$ cat src/rtl/dcpml_pkg.sv
// Purpose: Shared constants for the dual channel PID motor loop
// Assumes: 20 MHz pclk, APB register access
// Notes:   Offsets are byte addresses on 32-bit words
package dcpml_pkg;
  // ---------------------------------------------------------------
  // Timing
  // ---------------------------------------------------------------
  localparam int unsigned CLK_HZ       = 20000000;  // Bus clock rate
  localparam int unsigned PERIOD_MS    = 16;        // Control period
  localparam int unsigned PERIOD_CYC   = CLK_HZ / 1000 * PERIOD_MS;
  // ---------------------------------------------------------------
  // Register offsets
  // ---------------------------------------------------------------
  localparam logic [7:0] OFS_CTRL   = 8'h00;  // Mode, source, local select
  localparam logic [7:0] OFS_GAIN   = 8'h04;  // Kp, Ki, Kd
  localparam logic [7:0] OFS_CMD    = 8'h08;  // Commands A and B
  localparam logic [7:0] OFS_POWER  = 8'h0C;  // Applied power A and B
  localparam logic [7:0] OFS_STATUS = 8'h10;  // Errors A and B
  // ---------------------------------------------------------------
  // Field positions
  // ---------------------------------------------------------------
  localparam int unsigned CTRL_MODE_LSB = 0;   // Mode, 2 bits
  localparam int unsigned CTRL_ENC_BIT  = 4;   // Encoder speed feedback
  localparam int unsigned GAIN_KP_LSB   = 0;   // 8-bit gains
  localparam int unsigned GAIN_KI_LSB   = 8;
  localparam int unsigned GAIN_KD_LSB   = 16;
  // ---------------------------------------------------------------
  // Reset values
  // ---------------------------------------------------------------
  localparam logic [1:0] MODE_RST = 2'h0;
  localparam logic [7:0] KP_RST   = 8'h01;
  localparam logic [7:0] KI_RST   = 8'h00;
  localparam logic [7:0] KD_RST   = 8'h00;
  localparam logic signed [7:0] PWR_MAX = 8'sh7F;  // Saturation bound
  // Motor control selection
  typedef enum logic [1:0] {
    DCPML_MODE_POS      = 2'h0,  // Both channels in position
    DCPML_MODE_SPD_SEP  = 2'h1,  // Both closed loop speed, separate
    DCPML_MODE_SPD_MIX  = 2'h2,  // Both closed loop speed, mixed
    DCPML_MODE_SPD_APOS = 2'h3   // A in speed, B in position
  } dcpml_mode_t;
endpackage

$ cat src/rtl/dcpml_chan_if.sv
// Purpose: Carrier between the loop top and one channel engine
// Assumes: Single pclk domain
// Notes:   Gains shared by both channels
`timescale 1ns/1ps
interface dcpml_chan_if;
  logic              tick;     // One control period strobe
  logic              clear;    // Clear history and integral
  logic signed [7:0] cmd;      // Commanded value
  logic signed [7:0] meas;     // Measured value
  logic        [7:0] kp;       // Proportional gain
  logic        [7:0] ki;       // Integral gain
  logic        [7:0] kd;       // Differential gain
  logic signed [7:0] power;    // Saturated applied power
  logic signed [8:0] err;      // Latest error
  modport ctl (output tick, clear, cmd, meas, kp, ki, kd,
               input power, err);
  modport eng (input tick, clear, cmd, meas, kp, ki, kd,
               output power, err);
endinterface

$ cat src/rtl/dcpml_pid.sv
// Purpose: One channel PID step once per control period
// Assumes: Signed 8-bit command and measurement
// Notes:   Output saturates to applied power range, integral to +/-127*64
`timescale 1ns/1ps
module dcpml_pid (
  // Clock and reset
  input  wire logic   pclk,
  input  wire logic   presetn,
  // Channel carrier
  dcpml_chan_if.eng   ch
);
  localparam int W = 20;                      // Working width
  localparam logic signed [W-1:0] LIM = W'(dcpml_pkg::PWR_MAX);
  localparam logic signed [W-1:0] ILIM = W'(127 * 64);  // Integral cap

  logic signed [8:0]   err_q;      // Previous error
  logic signed [W-1:0] acc_q;      // Integral accumulator
  logic signed [7:0]   pwr_q;      // Applied power
  logic signed [8:0]   err_w;      // New error
  logic signed [9:0]   derr_w;     // Error change
  logic signed [W-1:0] acc_sum;    // Unsaturated integral
  logic signed [W-1:0] acc_w;      // Saturated integral
  logic signed [W-1:0] p_w;        // Proportional term
  logic signed [W-1:0] i_w;        // Integral term
  logic signed [27:0]  i_wide;     // Full integral product
  logic signed [W-1:0] d_w;        // Differential term
  logic signed [W-1:0] sum_w;      // PID sum

  // Error formed from command minus measurement
  assign err_w   = 9'(ch.cmd) - 9'(ch.meas);
  assign derr_w  = 10'(err_w) - 10'(err_q);
  assign acc_sum = acc_q + W'(err_w);
  assign acc_w   = (acc_sum > ILIM) ? ILIM :
                   (acc_sum < -ILIM) ? -ILIM : acc_sum;
  assign p_w     = W'(err_w) * W'($signed({1'b0, ch.kp}));
  // Capped integral times top gain needs 22 bits, so widen first
  assign i_wide  = 28'(acc_w) * 28'($signed({1'b0, ch.ki}));
  assign i_w     = W'(i_wide >>> 6);
  assign d_w     = W'(derr_w) * W'($signed({1'b0, ch.kd}));
  assign sum_w   = p_w + i_w + d_w;
  assign ch.power = pwr_q;
  assign ch.err   = err_q;

  // Per-channel state, cleared on loop type change or reset
  always_ff @(posedge pclk or negedge presetn) begin
    if (!presetn) begin
      err_q <= 9'sh000;
      acc_q <= '0;
      pwr_q <= 8'sh00;
    end else if (ch.clear) begin
      err_q <= 9'sh000;
      acc_q <= '0;
      pwr_q <= 8'sh00;
    end else if (ch.tick) begin
      err_q <= err_w;
      acc_q <= acc_w;
      pwr_q <= (sum_w > LIM) ? 8'sh7F :
               (sum_w < -LIM) ? 8'sh81 : sum_w[7:0];
    end
  end

  chk_pwr_range: assert property (@(posedge pclk) disable iff (!presetn)
    pwr_q >= -8'sd127) else $error("power below range");
  chk_zero_err_zero: assert property (@(posedge pclk)
    disable iff (!presetn)
    ch.tick && !ch.clear && err_w == 0 && err_q == 0 && ch.ki == 0
    |=> pwr_q == 0) else $error("nonzero power at zero error");
  chk_p_only: assert property (@(posedge pclk) disable iff (!presetn)
    ch.tick && !ch.clear && ch.ki == 0 && ch.kd == 0 &&
    p_w <= LIM && p_w >= -LIM
    |=> pwr_q == $past(p_w[7:0])) else $error("P term wrong");
  chk_clear_state: assert property (@(posedge pclk)
    disable iff (!presetn)
    ch.clear |=> acc_q == 0 && err_q == 0) else $error("no clear");
  chk_err_hist: assert property (@(posedge pclk) disable iff (!presetn)
    ch.tick && !ch.clear |=> err_q == $past(err_w))
    else $error("history not kept");
  chk_int_cap: assert property (@(posedge pclk) disable iff (!presetn)
    acc_q <= ILIM && acc_q >= -ILIM) else $error("integral overflow");
  cov_sat_pos: cover property (@(posedge pclk) pwr_q == 8'sh7F);
  cov_sat_neg: cover property (@(posedge pclk) pwr_q == 8'sh81);
endmodule

$ cat src/rtl/dcpml_top.sv
// Purpose: Dual channel PID motor loop with APB registers
// Assumes: 20 MHz pclk, sensor inputs synchronous to pclk
// Notes:   How it works
`timescale 1ns/1ps
module dcpml_top (
  // Clock and reset
  input  wire logic              pclk,
  input  wire logic              presetn,
  // APB slave
  input  wire logic              psel,
  input  wire logic              penable,
  input  wire logic              pwrite,
  input  wire logic [7:0]        paddr,
  input  wire logic [31:0]       pwdata,
  output logic      [31:0]       prdata,
  output logic                   pready,
  output logic                   pslverr,
  // Local front panel selection
  input  wire logic              panel_mode_vld,
  input  wire logic [1:0]        panel_mode,
  // Sensors, unsigned 0..255 analog, signed encoder speed
  input  wire logic [7:0]        pos_a_adc,
  input  wire logic [7:0]        pos_b_adc,
  input  wire logic [7:0]        tach_a_adc,
  input  wire logic [7:0]        tach_b_adc,
  input  wire logic signed [7:0] enc_a_spd,
  input  wire logic signed [7:0] enc_b_spd,
  // Drive stage
  output logic signed [7:0]      power_a,
  output logic signed [7:0]      power_b
);
  parameter int unsigned PERIOD_CYC = dcpml_pkg::PERIOD_CYC;  // Tick cycles

  // ---------------------------------------------------------------
  // Registers
  // ---------------------------------------------------------------
  dcpml_pkg::dcpml_mode_t mode_q;     // Active motor control mode
  dcpml_pkg::dcpml_mode_t mode_d;     // Next mode
  logic                   enc_q;      // Encoder speed source
  logic [7:0]             kp_q;       // Shared proportional gain
  logic [7:0]             ki_q;       // Shared integral gain
  logic [7:0]             kd_q;       // Shared differential gain
  logic signed [7:0]      cmd_a_q;    // Command A
  logic signed [7:0]      cmd_b_q;    // Command B
  logic [31:0]            rdata_d;    // Read mux
  logic                   rd_ok;      // Mapped address
  logic [22:0]            div_q;      // Period divider
  logic                   tick_q;     // Period strobe
  logic                   panel_rej_q;// Last panel request refused
  logic                   clr_a;      // Clear channel A
  logic                   clr_b;      // Clear channel B
  logic                   spd_a;      // Channel A in speed
  logic                   spd_b;      // Channel B in speed
  logic signed [7:0]      pos_a_s;    // Signed positions
  logic signed [7:0]      pos_b_s;
  logic signed [7:0]      tach_a_s;   // Signed tachometers
  logic signed [7:0]      tach_b_s;
  logic signed [7:0]      spd_a_s;    // Chosen speed feedback
  logic signed [7:0]      spd_b_s;

  dcpml_chan_if ch_a ();
  dcpml_chan_if ch_b ();

  // ---------------------------------------------------------------
  // Bus decode
  // ---------------------------------------------------------------
  // Register map, one 32-bit word each:
  //   CTRL   [1:0] mode, [4] encoder source, [5] panel refused (RO)
  //   GAIN   [7:0] Kp, [15:8] Ki, [23:16] Kd, unsigned
  //   CMD    [7:0] command A, [15:8] command B, signed
  //   POWER  [7:0] power A, [15:8] power B, read only
  //   STATUS [8:0] error A, [24:16] error B, read only
  // Zero wait states: pready answers in the first access cycle
  // Writes land only at the edge where pready is sampled high
  // Unmapped offsets answer with pslverr and read as zero
  wire wr_en    = psel && penable && pwrite;
  wire rd_en    = psel && penable && !pwrite;
  wire hit_ctrl = paddr == dcpml_pkg::OFS_CTRL;
  wire hit_gain = paddr == dcpml_pkg::OFS_GAIN;
  wire hit_cmd  = paddr == dcpml_pkg::OFS_CMD;
  wire hit_pwr  = paddr == dcpml_pkg::OFS_POWER;
  wire hit_stat = paddr == dcpml_pkg::OFS_STATUS;
  // Mode write qualified by pready, the edge the master samples
  wire host_mode_wr = wr_en && hit_ctrl && pready;
  // Panel may only select position mode
  wire panel_ok = panel_mode_vld &&
                  panel_mode == 2'(dcpml_pkg::DCPML_MODE_POS);
  wire [1:0] host_mode = pwdata[dcpml_pkg::CTRL_MODE_LSB +: 2];

  assign rd_ok = hit_ctrl || hit_gain || hit_cmd || hit_pwr || hit_stat;

  // Mode source: host wins over panel in the same cycle
  always_comb begin
    mode_d = mode_q;
    if (host_mode_wr) begin
      mode_d = dcpml_pkg::dcpml_mode_t'(host_mode);
    end else if (panel_ok) begin
      mode_d = dcpml_pkg::DCPML_MODE_POS;
    end
  end

  // Read data mux
  always_comb begin
    rdata_d = 32'h0000_0000;
    if (hit_ctrl) begin
      // Mode [1:0], encoder source [4], panel refusal [5]
      rdata_d = {26'h0, panel_rej_q, enc_q, 2'h0, 2'(mode_q)};
    end else if (hit_gain) begin
      rdata_d = {8'h00, kd_q, ki_q, kp_q};
    end else if (hit_cmd) begin
      rdata_d = {16'h0000, cmd_b_q, cmd_a_q};
    end else if (hit_pwr) begin
      rdata_d = {16'h0000, power_b, power_a};
    end else if (hit_stat) begin
      rdata_d = {7'h00, ch_b.err, 7'h00, ch_a.err};
    end
  end

  // APB slave, zero wait states, error on unmapped address
  always_ff @(posedge pclk or negedge presetn) begin
    if (!presetn) begin
      prdata  <= 32'h0000_0000;
      pready  <= 1'b0;
      pslverr <= 1'b0;
    end else begin
      pready  <= psel && !penable;
      pslverr <= psel && !penable && !rd_ok;
      prdata  <= (psel && !penable && !pwrite) ? rdata_d : 32'h0000_0000;
    end
  end

  // Configuration registers
  always_ff @(posedge pclk or negedge presetn) begin
    if (!presetn) begin
      mode_q  <= dcpml_pkg::DCPML_MODE_POS;
      enc_q   <= 1'b0;
      kp_q    <= dcpml_pkg::KP_RST;
      ki_q    <= dcpml_pkg::KI_RST;
      kd_q    <= dcpml_pkg::KD_RST;
      cmd_a_q <= 8'sh00;
      cmd_b_q <= 8'sh00;
    end else begin
      mode_q <= mode_d;
      if (host_mode_wr && pready) begin
        enc_q <= pwdata[dcpml_pkg::CTRL_ENC_BIT];
      end
      if (wr_en && hit_gain && pready) begin
        kp_q <= pwdata[dcpml_pkg::GAIN_KP_LSB +: 8];
        ki_q <= pwdata[dcpml_pkg::GAIN_KI_LSB +: 8];
        kd_q <= pwdata[dcpml_pkg::GAIN_KD_LSB +: 8];
      end
      if (wr_en && hit_cmd && pready) begin
        cmd_a_q <= pwdata[7:0];
        cmd_b_q <= pwdata[15:8];
      end
    end
  end

  // Panel refusal flag for software
  // Held until the next panel request so it can be polled
  always_ff @(posedge pclk or negedge presetn) begin
    if (!presetn) begin
      panel_rej_q <= 1'b0;
    end else if (panel_mode_vld) begin
      panel_rej_q <= !panel_ok;
    end
  end

  // ---------------------------------------------------------------
  // Control period divider
  // ---------------------------------------------------------------
  always_ff @(posedge pclk or negedge presetn) begin
    if (!presetn) begin
      div_q  <= 23'h000000;
      tick_q <= 1'b0;
    end else if (div_q == 23'(PERIOD_CYC - 1)) begin
      div_q  <= 23'h000000;
      tick_q <= 1'b1;
    end else begin
      div_q  <= div_q + 23'h000001;
      tick_q <= 1'b0;
    end
  end

  // ---------------------------------------------------------------
  // Feedback selection
  // ---------------------------------------------------------------
  // Offset binary to signed, 0 is -128 clipped to -127
  function automatic logic signed [7:0] to_signed(input logic [7:0] v);
    logic [7:0] s;
    s = v ^ 8'h80;
    to_signed = (s == 8'h80) ? 8'sh81 : $signed(s);
  endfunction

  assign pos_a_s  = to_signed(pos_a_adc);
  assign pos_b_s  = to_signed(pos_b_adc);
  assign tach_a_s = to_signed(tach_a_adc);
  assign tach_b_s = to_signed(tach_b_adc);
  // Encoder speed is signed already and skips the offset decode
  assign spd_a_s  = enc_q ? enc_a_spd : tach_a_s;
  assign spd_b_s  = enc_q ? enc_b_spd : tach_b_s;
  assign spd_a    = mode_q != dcpml_pkg::DCPML_MODE_POS;
  assign spd_b    = mode_q == dcpml_pkg::DCPML_MODE_SPD_SEP ||
                    mode_q == dcpml_pkg::DCPML_MODE_SPD_MIX;
  // Clear a channel whose loop type changes
  assign clr_a    = spd_a != (mode_d != dcpml_pkg::DCPML_MODE_POS);
  assign clr_b    = spd_b != (mode_d == dcpml_pkg::DCPML_MODE_SPD_SEP ||
                    mode_d == dcpml_pkg::DCPML_MODE_SPD_MIX);

  // ---------------------------------------------------------------
  // Channel engines
  // ---------------------------------------------------------------
  // Both engines read the one gain set, never a per channel copy
  assign ch_a.tick  = tick_q;
  assign ch_a.clear = clr_a;
  assign ch_a.cmd   = cmd_a_q;
  assign ch_a.meas  = spd_a ? spd_a_s : pos_a_s;
  assign ch_a.kp    = kp_q;
  assign ch_a.ki    = ki_q;
  assign ch_a.kd    = kd_q;
  assign ch_b.tick  = tick_q;
  assign ch_b.clear = clr_b;
  assign ch_b.cmd   = cmd_b_q;
  assign ch_b.meas  = spd_b ? spd_b_s : pos_b_s;
  assign ch_b.kp    = kp_q;
  assign ch_b.ki    = ki_q;
  assign ch_b.kd    = kd_q;

  dcpml_pid u_pid_a (
    .pclk    (pclk),
    .presetn (presetn),
    .ch      (ch_a.eng)
  );

  dcpml_pid u_pid_b (
    .pclk    (pclk),
    .presetn (presetn),
    .ch      (ch_b.eng)
  );

  assign power_a = ch_a.power;
  assign power_b = ch_b.power;

  // ---------------------------------------------------------------
  // Checks
  // ---------------------------------------------------------------
  chk_panel_no_speed: assert property (@(posedge pclk)
    disable iff (!presetn)
    panel_mode_vld && panel_mode != 2'h0 && !host_mode_wr
    |=> mode_q == $past(mode_q)) else $error("panel set speed mode");
  chk_tick_period: assert property (@(posedge pclk)
    disable iff (!presetn)
    tick_q |=> !tick_q) else $error("tick too long");
  chk_apos_split: assert property (@(posedge pclk)
    disable iff (!presetn)
    mode_q == dcpml_pkg::DCPML_MODE_SPD_APOS |-> spd_a && !spd_b)
    else $error("A speed B position wrong");
  chk_tach_mid: assert property (@(posedge pclk)
    disable iff (!presetn)
    tach_a_adc == 8'h80 |-> tach_a_s == 0) else $error("mid not zero");
  chk_mode_clear: assert property (@(posedge pclk)
    disable iff (!presetn)
    spd_a != $past(spd_a) |-> power_a == 0) else $error("no clear");
  // Bus handshake shape: one answer per transfer
  chk_pready_pulse: assert property (@(posedge pclk)
    disable iff (!presetn)
    pready |=> !pready) else $error("pready held two cycles");
  // Speed feedback source follows the encoder select
  chk_enc_source: assert property (@(posedge pclk)
    disable iff (!presetn)
    enc_q && spd_a |-> ch_a.meas == enc_a_spd)
    else $error("encoder speed not used");
  // Analog end points map to full forward and full reverse
  chk_adc_ends: assert property (@(posedge pclk)
    disable iff (!presetn)
    (tach_a_adc == 8'hFF |-> tach_a_s == 8'sd127) and
    (pos_b_adc == 8'h00 |-> pos_b_s == -8'sd127))
    else $error("analog end points wrong");
  cov_host_speed: cover property (@(posedge pclk)
    host_mode_wr && host_mode == 2'h1);
  cov_panel_rej: cover property (@(posedge pclk)
    panel_mode_vld && !panel_ok);
  cov_enc_speed: cover property (@(posedge pclk) enc_q && spd_a && tick_q);
endmodule

$ cat config.mk
export PLATFORM = sky130hd
export DESIGN_NAME = dcpml_top
export DESIGN_NICKNAME = d
export VERILOG_FILES = /design/src/rtl/dcpml_pkg.sv /design/src/rtl/dcpml_chan_if.sv /design/src/rtl/dcpml_pid.sv /design/src/rtl/dcpml_top.sv
export SDC_FILE = /design/constraint.sdc
export NUM_CORES = 2
export LEC_CHECK = 0
export BUFFER_PORTS_ARGS = -buffer_cell sky130_fd_sc_hd__buf_4
export CAP_MARGIN = 20
export CORE_MARGIN = 5
export CORE_UTILIZATION = 63
export DETAILED_ROUTE_END_ITERATION = 10
export PLACE_DENSITY = 0.85
export SLEW_MARGIN = 0
export SYNTH_ARGS = -nofsm -noshare
export SYNTH_HDL_FRONTEND = slang
export SYNTH_HIERARCHICAL = 1
export SYNTH_SLANG_ARGS = --single-unit
$ cat constraint.sdc
create_clock -name pclk -period 32.6 [get_ports pclk]
set_input_delay 4.89 -clock pclk [delete_from_list [all_inputs] [get_ports pclk]]
set_output_delay 4.89 -clock pclk [all_outputs]
set_load 0.05 [all_outputs]
==> metrics.cfg <==
[cts]
clk_root_buffer_cell=sky130_fd_sc_hd__clkbuf_16
cts.htree.levels=4
post-cts-setup-buffers=0
tritoncts.num_buffers=17
insertion_delay_ns=0.47
numClockSinks=169
clk_pin_slew_worst_paths_ns=0.08
cts_tree=built
postCtsHoldBufs=0
cts_resized=0
clock_path_buffers=2

[timing]
report.final.slew_viol_count=0
setup-violations-final=0
final_hold_viol_count=0
fmax_ghz=0.0461
tns_ns=0
worst_pin_slew_ns=1.06
finalCriticalPeriod_ns=21.67
rsz_0062_raised_after_global_routing=no
post-route-period-util_pct=66.5
setup_slack_ns=10.93
final.setup_skew_ns=0.0194
slew_headroom_pct=29.3

[power_and_ir_drop]
pwr-share-clk_pct=35.1
power_density_nw_per_um2=16.5
cell_internal_pwr_mw=0.384
share_seq_of_total_power_pct=35.5
combinational_power_share_pct=29.4
worst_vdd_ir_mv=0.0337
netSwitchingFraction_pct=38.6
leakagePower_nw=18.8
netSwitchingPower_mw=0.241

[setup_path]
timing.setup.critical_path_class=in2reg
cp_slowest_stage_delay_ns=0.79
worstSetupEndpointType=register
data_arrival_time_of_the_worst_path_ns=22.02
crit_top_cell=sky130_fd_sc_hd__fa_1
timing.critical_path.fanout_max=23
worst_ep_required_time_ns=32.95
timing.critical_path.from_type=input pin
cpMaxStageDelayCell=sky130_fd_sc_hd__ha_1

[final_layout]
n_antenna_cell=0
number_of_inserted_filler_cells_in_the_final_layout=4342
syn_to_final_growth_pct=6.66
final_nets=5018
drive_gt1_share_pct=7.25

[logic_synthesis]
synth-xor-area-share_pct=4.50
post-synth-top-area-cell=sky130_fd_sc_hd__fa_1
proportion_of_synthesized_area_in_mux_cells_pct=2.77
synthFlopType=sky130_fd_sc_hd__dfrtp_1
post_synthesis_instance_area_um2=35600
largest_family_of_logic_cells_by_synthesized_area=adder cells
synthesized_area_fraction_occupied_by_ao_oa_aoi_and_oai_cells_pct=9.17
netlist.area_leader.share_pct=33.4
postSynthAreaPerCell_um2=9.04
synth_fa_ha_area_share_pct=44.9
synth-simple-area-share_pct=17.3
synthTopCellsByArea=sky130_fd_sc_hd__fa_1, sky130_fd_sc_hd__dfrtp_1, sky130_fd_sc_hd__ha_1, sky130_fd_sc_hd__inv_1, sky130_fd_sc_hd__and2_1
synth_enable_flop_cells=0
postSynthRegisterBits=169
synthesis.instances=3934
number_of_warnings_reported_in_the_yosys_synthesis_log=6
ys_seq_area_share_pct=11.9
postSynth.asyncResetShare_pct=100
ys_types=103

[global_route]
antenna_found_initial=0
grt_pass1_wl_um=149000
groute.usage.overall_pct=30.4
grt_pass1_vias=29500
grt_overflow_total=0
grt_start_max_net_pins=103

[floorplan]
die-area_um2=61300
floorplan.die.height_um=248
floorplan.initialDensity_pct=63.3
core.rowCount=87
fp.coreArea_um2=56200
floorplan.die.width_um=248
design.portCount=146

[route]
routed_wirelength_um=91300
vias=27900
initialDrtViolationCount=2124
drc=0
via_per_inst=5.85
firstDrtPassIters=7
postRouteAntennaNets=0
routedWlPerCell_um=19.1

[status]
status=completed

[worst_hold_path]
min-delay-path-class=reg2reg

[job]
maxCapViolCount=0

[place]
dp_wirelength_um=75300
gp_congestion=0.955
io_buffer_count=130
dp_slack_ns=10.82

-- cell usage after synthesis, types with 8 or more instances --
master,n
sky130_fd_sc_hd__a21o_1,48
sky130_fd_sc_hd__o21a_1,30
sky130_fd_sc_hd__o211a_1,8
sky130_fd_sc_hd__or3_1,11
sky130_fd_sc_hd__nor2_1,266
sky130_fd_sc_hd__nand2_1,319
sky130_fd_sc_hd__mux2_2,41
sky130_fd_sc_hd__clkbuf_1,97
sky130_fd_sc_hd__ha_1,325
sky130_fd_sc_hd__nand2b_1,40
sky130_fd_sc_hd__nor2b_1,68
sky130_fd_sc_hd__o211ai_1,12
sky130_fd_sc_hd__a21oi_1,152
sky130_fd_sc_hd__xnor2_1,118
sky130_fd_sc_hd__inv_1,765
sky130_fd_sc_hd__a211oi_1,23
sky130_fd_sc_hd__nor4_1,29
sky130_fd_sc_hd__o21ai_0,64
sky130_fd_sc_hd__dfrtp_1,168
sky130_fd_sc_hd__xor2_1,59
sky130_fd_sc_hd__nand3_1,50
sky130_fd_sc_hd__and4_1,10
sky130_fd_sc_hd__mux2i_1,51
sky130_fd_sc_hd__a22oi_1,13
sky130_fd_sc_hd__fa_1,594
sky130_fd_sc_hd__buf_4,9
sky130_fd_sc_hd__nor3_1,43
sky130_fd_sc_hd__nand4_1,28
sky130_fd_sc_hd__or4_1,11
sky130_fd_sc_hd__o31ai_1,13
sky130_fd_sc_hd__nand3b_1,11
sky130_fd_sc_hd__and3_1,61
sky130_fd_sc_hd__o21bai_1,16
sky130_fd_sc_hd__or2_2,8
sky130_fd_sc_hd__and2_1,212
sky130_fd_sc_hd__o22ai_1,8
-- final timing paths --
| check | from | to | slack (ns) | depth (start not counted) |
|---|---|---|---|---|
| max reg2reg | enc_q | u_pid_b/ch.power[7] | 14.74 | 61 |
| max | tach_b_adc[7] | u_pid_b/ch.power[7] | 10.93 | 63 |
| max in group asynchronous | presetn | prdata[11] | 26.54 | 2 |
| min in group asynchronous | presetn | u_pid_b/acc_q[15] | 4.56 | 1 |
| min reg2reg | div_q[0] | div_q[0] | 0.48 | 1 |
| min | div_q[0] | div_q[0] | 0.48 | 1 |
-- kinds of logic (layout without fill, tap and decap cells) --
family / count (synthesis) / count (layout)
compound gates: 479 / 479
xor+xnor: 180 / 180
fa+ha+maj: 919 / 919
buf+inv: 885 / 961
flops: 169 / 169
mux: 93 / 93
other cells: 1 / 7
simple gates: 1208 / 1208
-- state kept, by name, indices dropped and copies added (netlist names), 2 cells and up --
register,count
u_pid_a/ch.power,8
u_pid_b/ch.err,9
ch_a.ki,8
u_pid_a/ch.err,9
u_pid_b/acc_q,20
mode_q,2
u_pid_b/ch.power,8
ch_a.kp,8
prdata,25
ch_a.kd,8
ch_b.cmd,8
u_pid_a/acc_q,20
ch_a.cmd,8
div_q,23
-- power by group through the flow --
stage	logic [mW]	clock network, mW	registers, mW
after floorplan	0.109	0	0.232
after global placement	0.175	0	0.226
after detailed placement	0.179	0	0.226
after CTS	0.180	0.222	0.222
after global routing	0.200	0.230	0.222
final	0.183	0.219	0.222
-- cell usage in the layout, fill, tap and decap left out, types with 8 or more instances in the layout --
master	instances
sky130_fd_sc_hd__inv_1	765
sky130_fd_sc_hd__fa_1	594
sky130_fd_sc_hd__ha_1	325
sky130_fd_sc_hd__nand2_1	319
sky130_fd_sc_hd__nor2_1	266
sky130_fd_sc_hd__and2_1	212
sky130_fd_sc_hd__dfrtp_1	167
sky130_fd_sc_hd__buf_4	162
sky130_fd_sc_hd__a21oi_1	152
sky130_fd_sc_hd__xnor2_1	117
sky130_fd_sc_hd__nor2b_1	68
sky130_fd_sc_hd__o21ai_0	63
sky130_fd_sc_hd__and3_1	61
sky130_fd_sc_hd__xor2_1	57
sky130_fd_sc_hd__mux2i_1	51
sky130_fd_sc_hd__nand3_1	50
sky130_fd_sc_hd__a21o_1	48
sky130_fd_sc_hd__nor3_1	43
sky130_fd_sc_hd__mux2_2	41
sky130_fd_sc_hd__nand2b_1	40
sky130_fd_sc_hd__o21a_1	30
sky130_fd_sc_hd__nor4_1	29
sky130_fd_sc_hd__nand4_1	28
sky130_fd_sc_hd__a211oi_1	23
sky130_fd_sc_hd__clkbuf_16	17
sky130_fd_sc_hd__o21bai_1	16
sky130_fd_sc_hd__o31ai_1	13
sky130_fd_sc_hd__a22oi_1	13
sky130_fd_sc_hd__o211ai_1	12
sky130_fd_sc_hd__or4_1	11
sky130_fd_sc_hd__nand3b_1	11
sky130_fd_sc_hd__or3_1	11
sky130_fd_sc_hd__and4_1	10
sky130_fd_sc_hd__or2_2	8
sky130_fd_sc_hd__o22ai_1	8
sky130_fd_sc_hd__o211a_1	8
-- critical path, delay by kind of cell --
family	cells	cell delay (ns)
compound gates	17	4.96
fa+ha+maj	13	6.19
simple gates	23	4.28
buf+inv	8	1.22
xor+xnor	2	0.47
-- per-layer routing --
metal | global-route usage (%) | wire length (um)
met5 | 0 | 0
met4 | 8.73 | 2610
met3 | 8.93 | 9730
met2 | 48.3 | 41700
met1 | 40.9 | 37300
-- layout make-up --
| type | count | area, um^2 | area share (%) |
|---|---|---|---|
| inverters | 766 | 2880 | 7.58 |
| well taps | 756 | 946 | 2.49 |
| clock inverters | 15 | 204 | 0.538 |
| clock buffers | 17 | 425 | 1.12 |
| multi-input cells | 2886 | 28000 | 73.9 |
| repair buffers | 163 | 1230 | 3.24 |
| flip-flops and latches | 169 | 4230 | 11.2 |
-- through the flow --
step / instances / total power [mW] / hold slack, ns / area, um^2 / util [%]
floorplan: 3940 / 0.342 / 0.446 / 35600 / -
global placement: 4740 / 0.401 / 0.468 / 37300 / 66.4
detailed placement: 4740 / 0.405 / 0.474 / 37300 / 66.4
CTS: 4772 / 0.624 / 0.485 / 37900 / 67.5
global route: 4772 / 0.653 / 0.509 / 37900 / 67.5
finish: 4772 / 0.625 / 0.481 / 37900 / 67.5
Note: power is estimated with default switching activity, not from simulation.
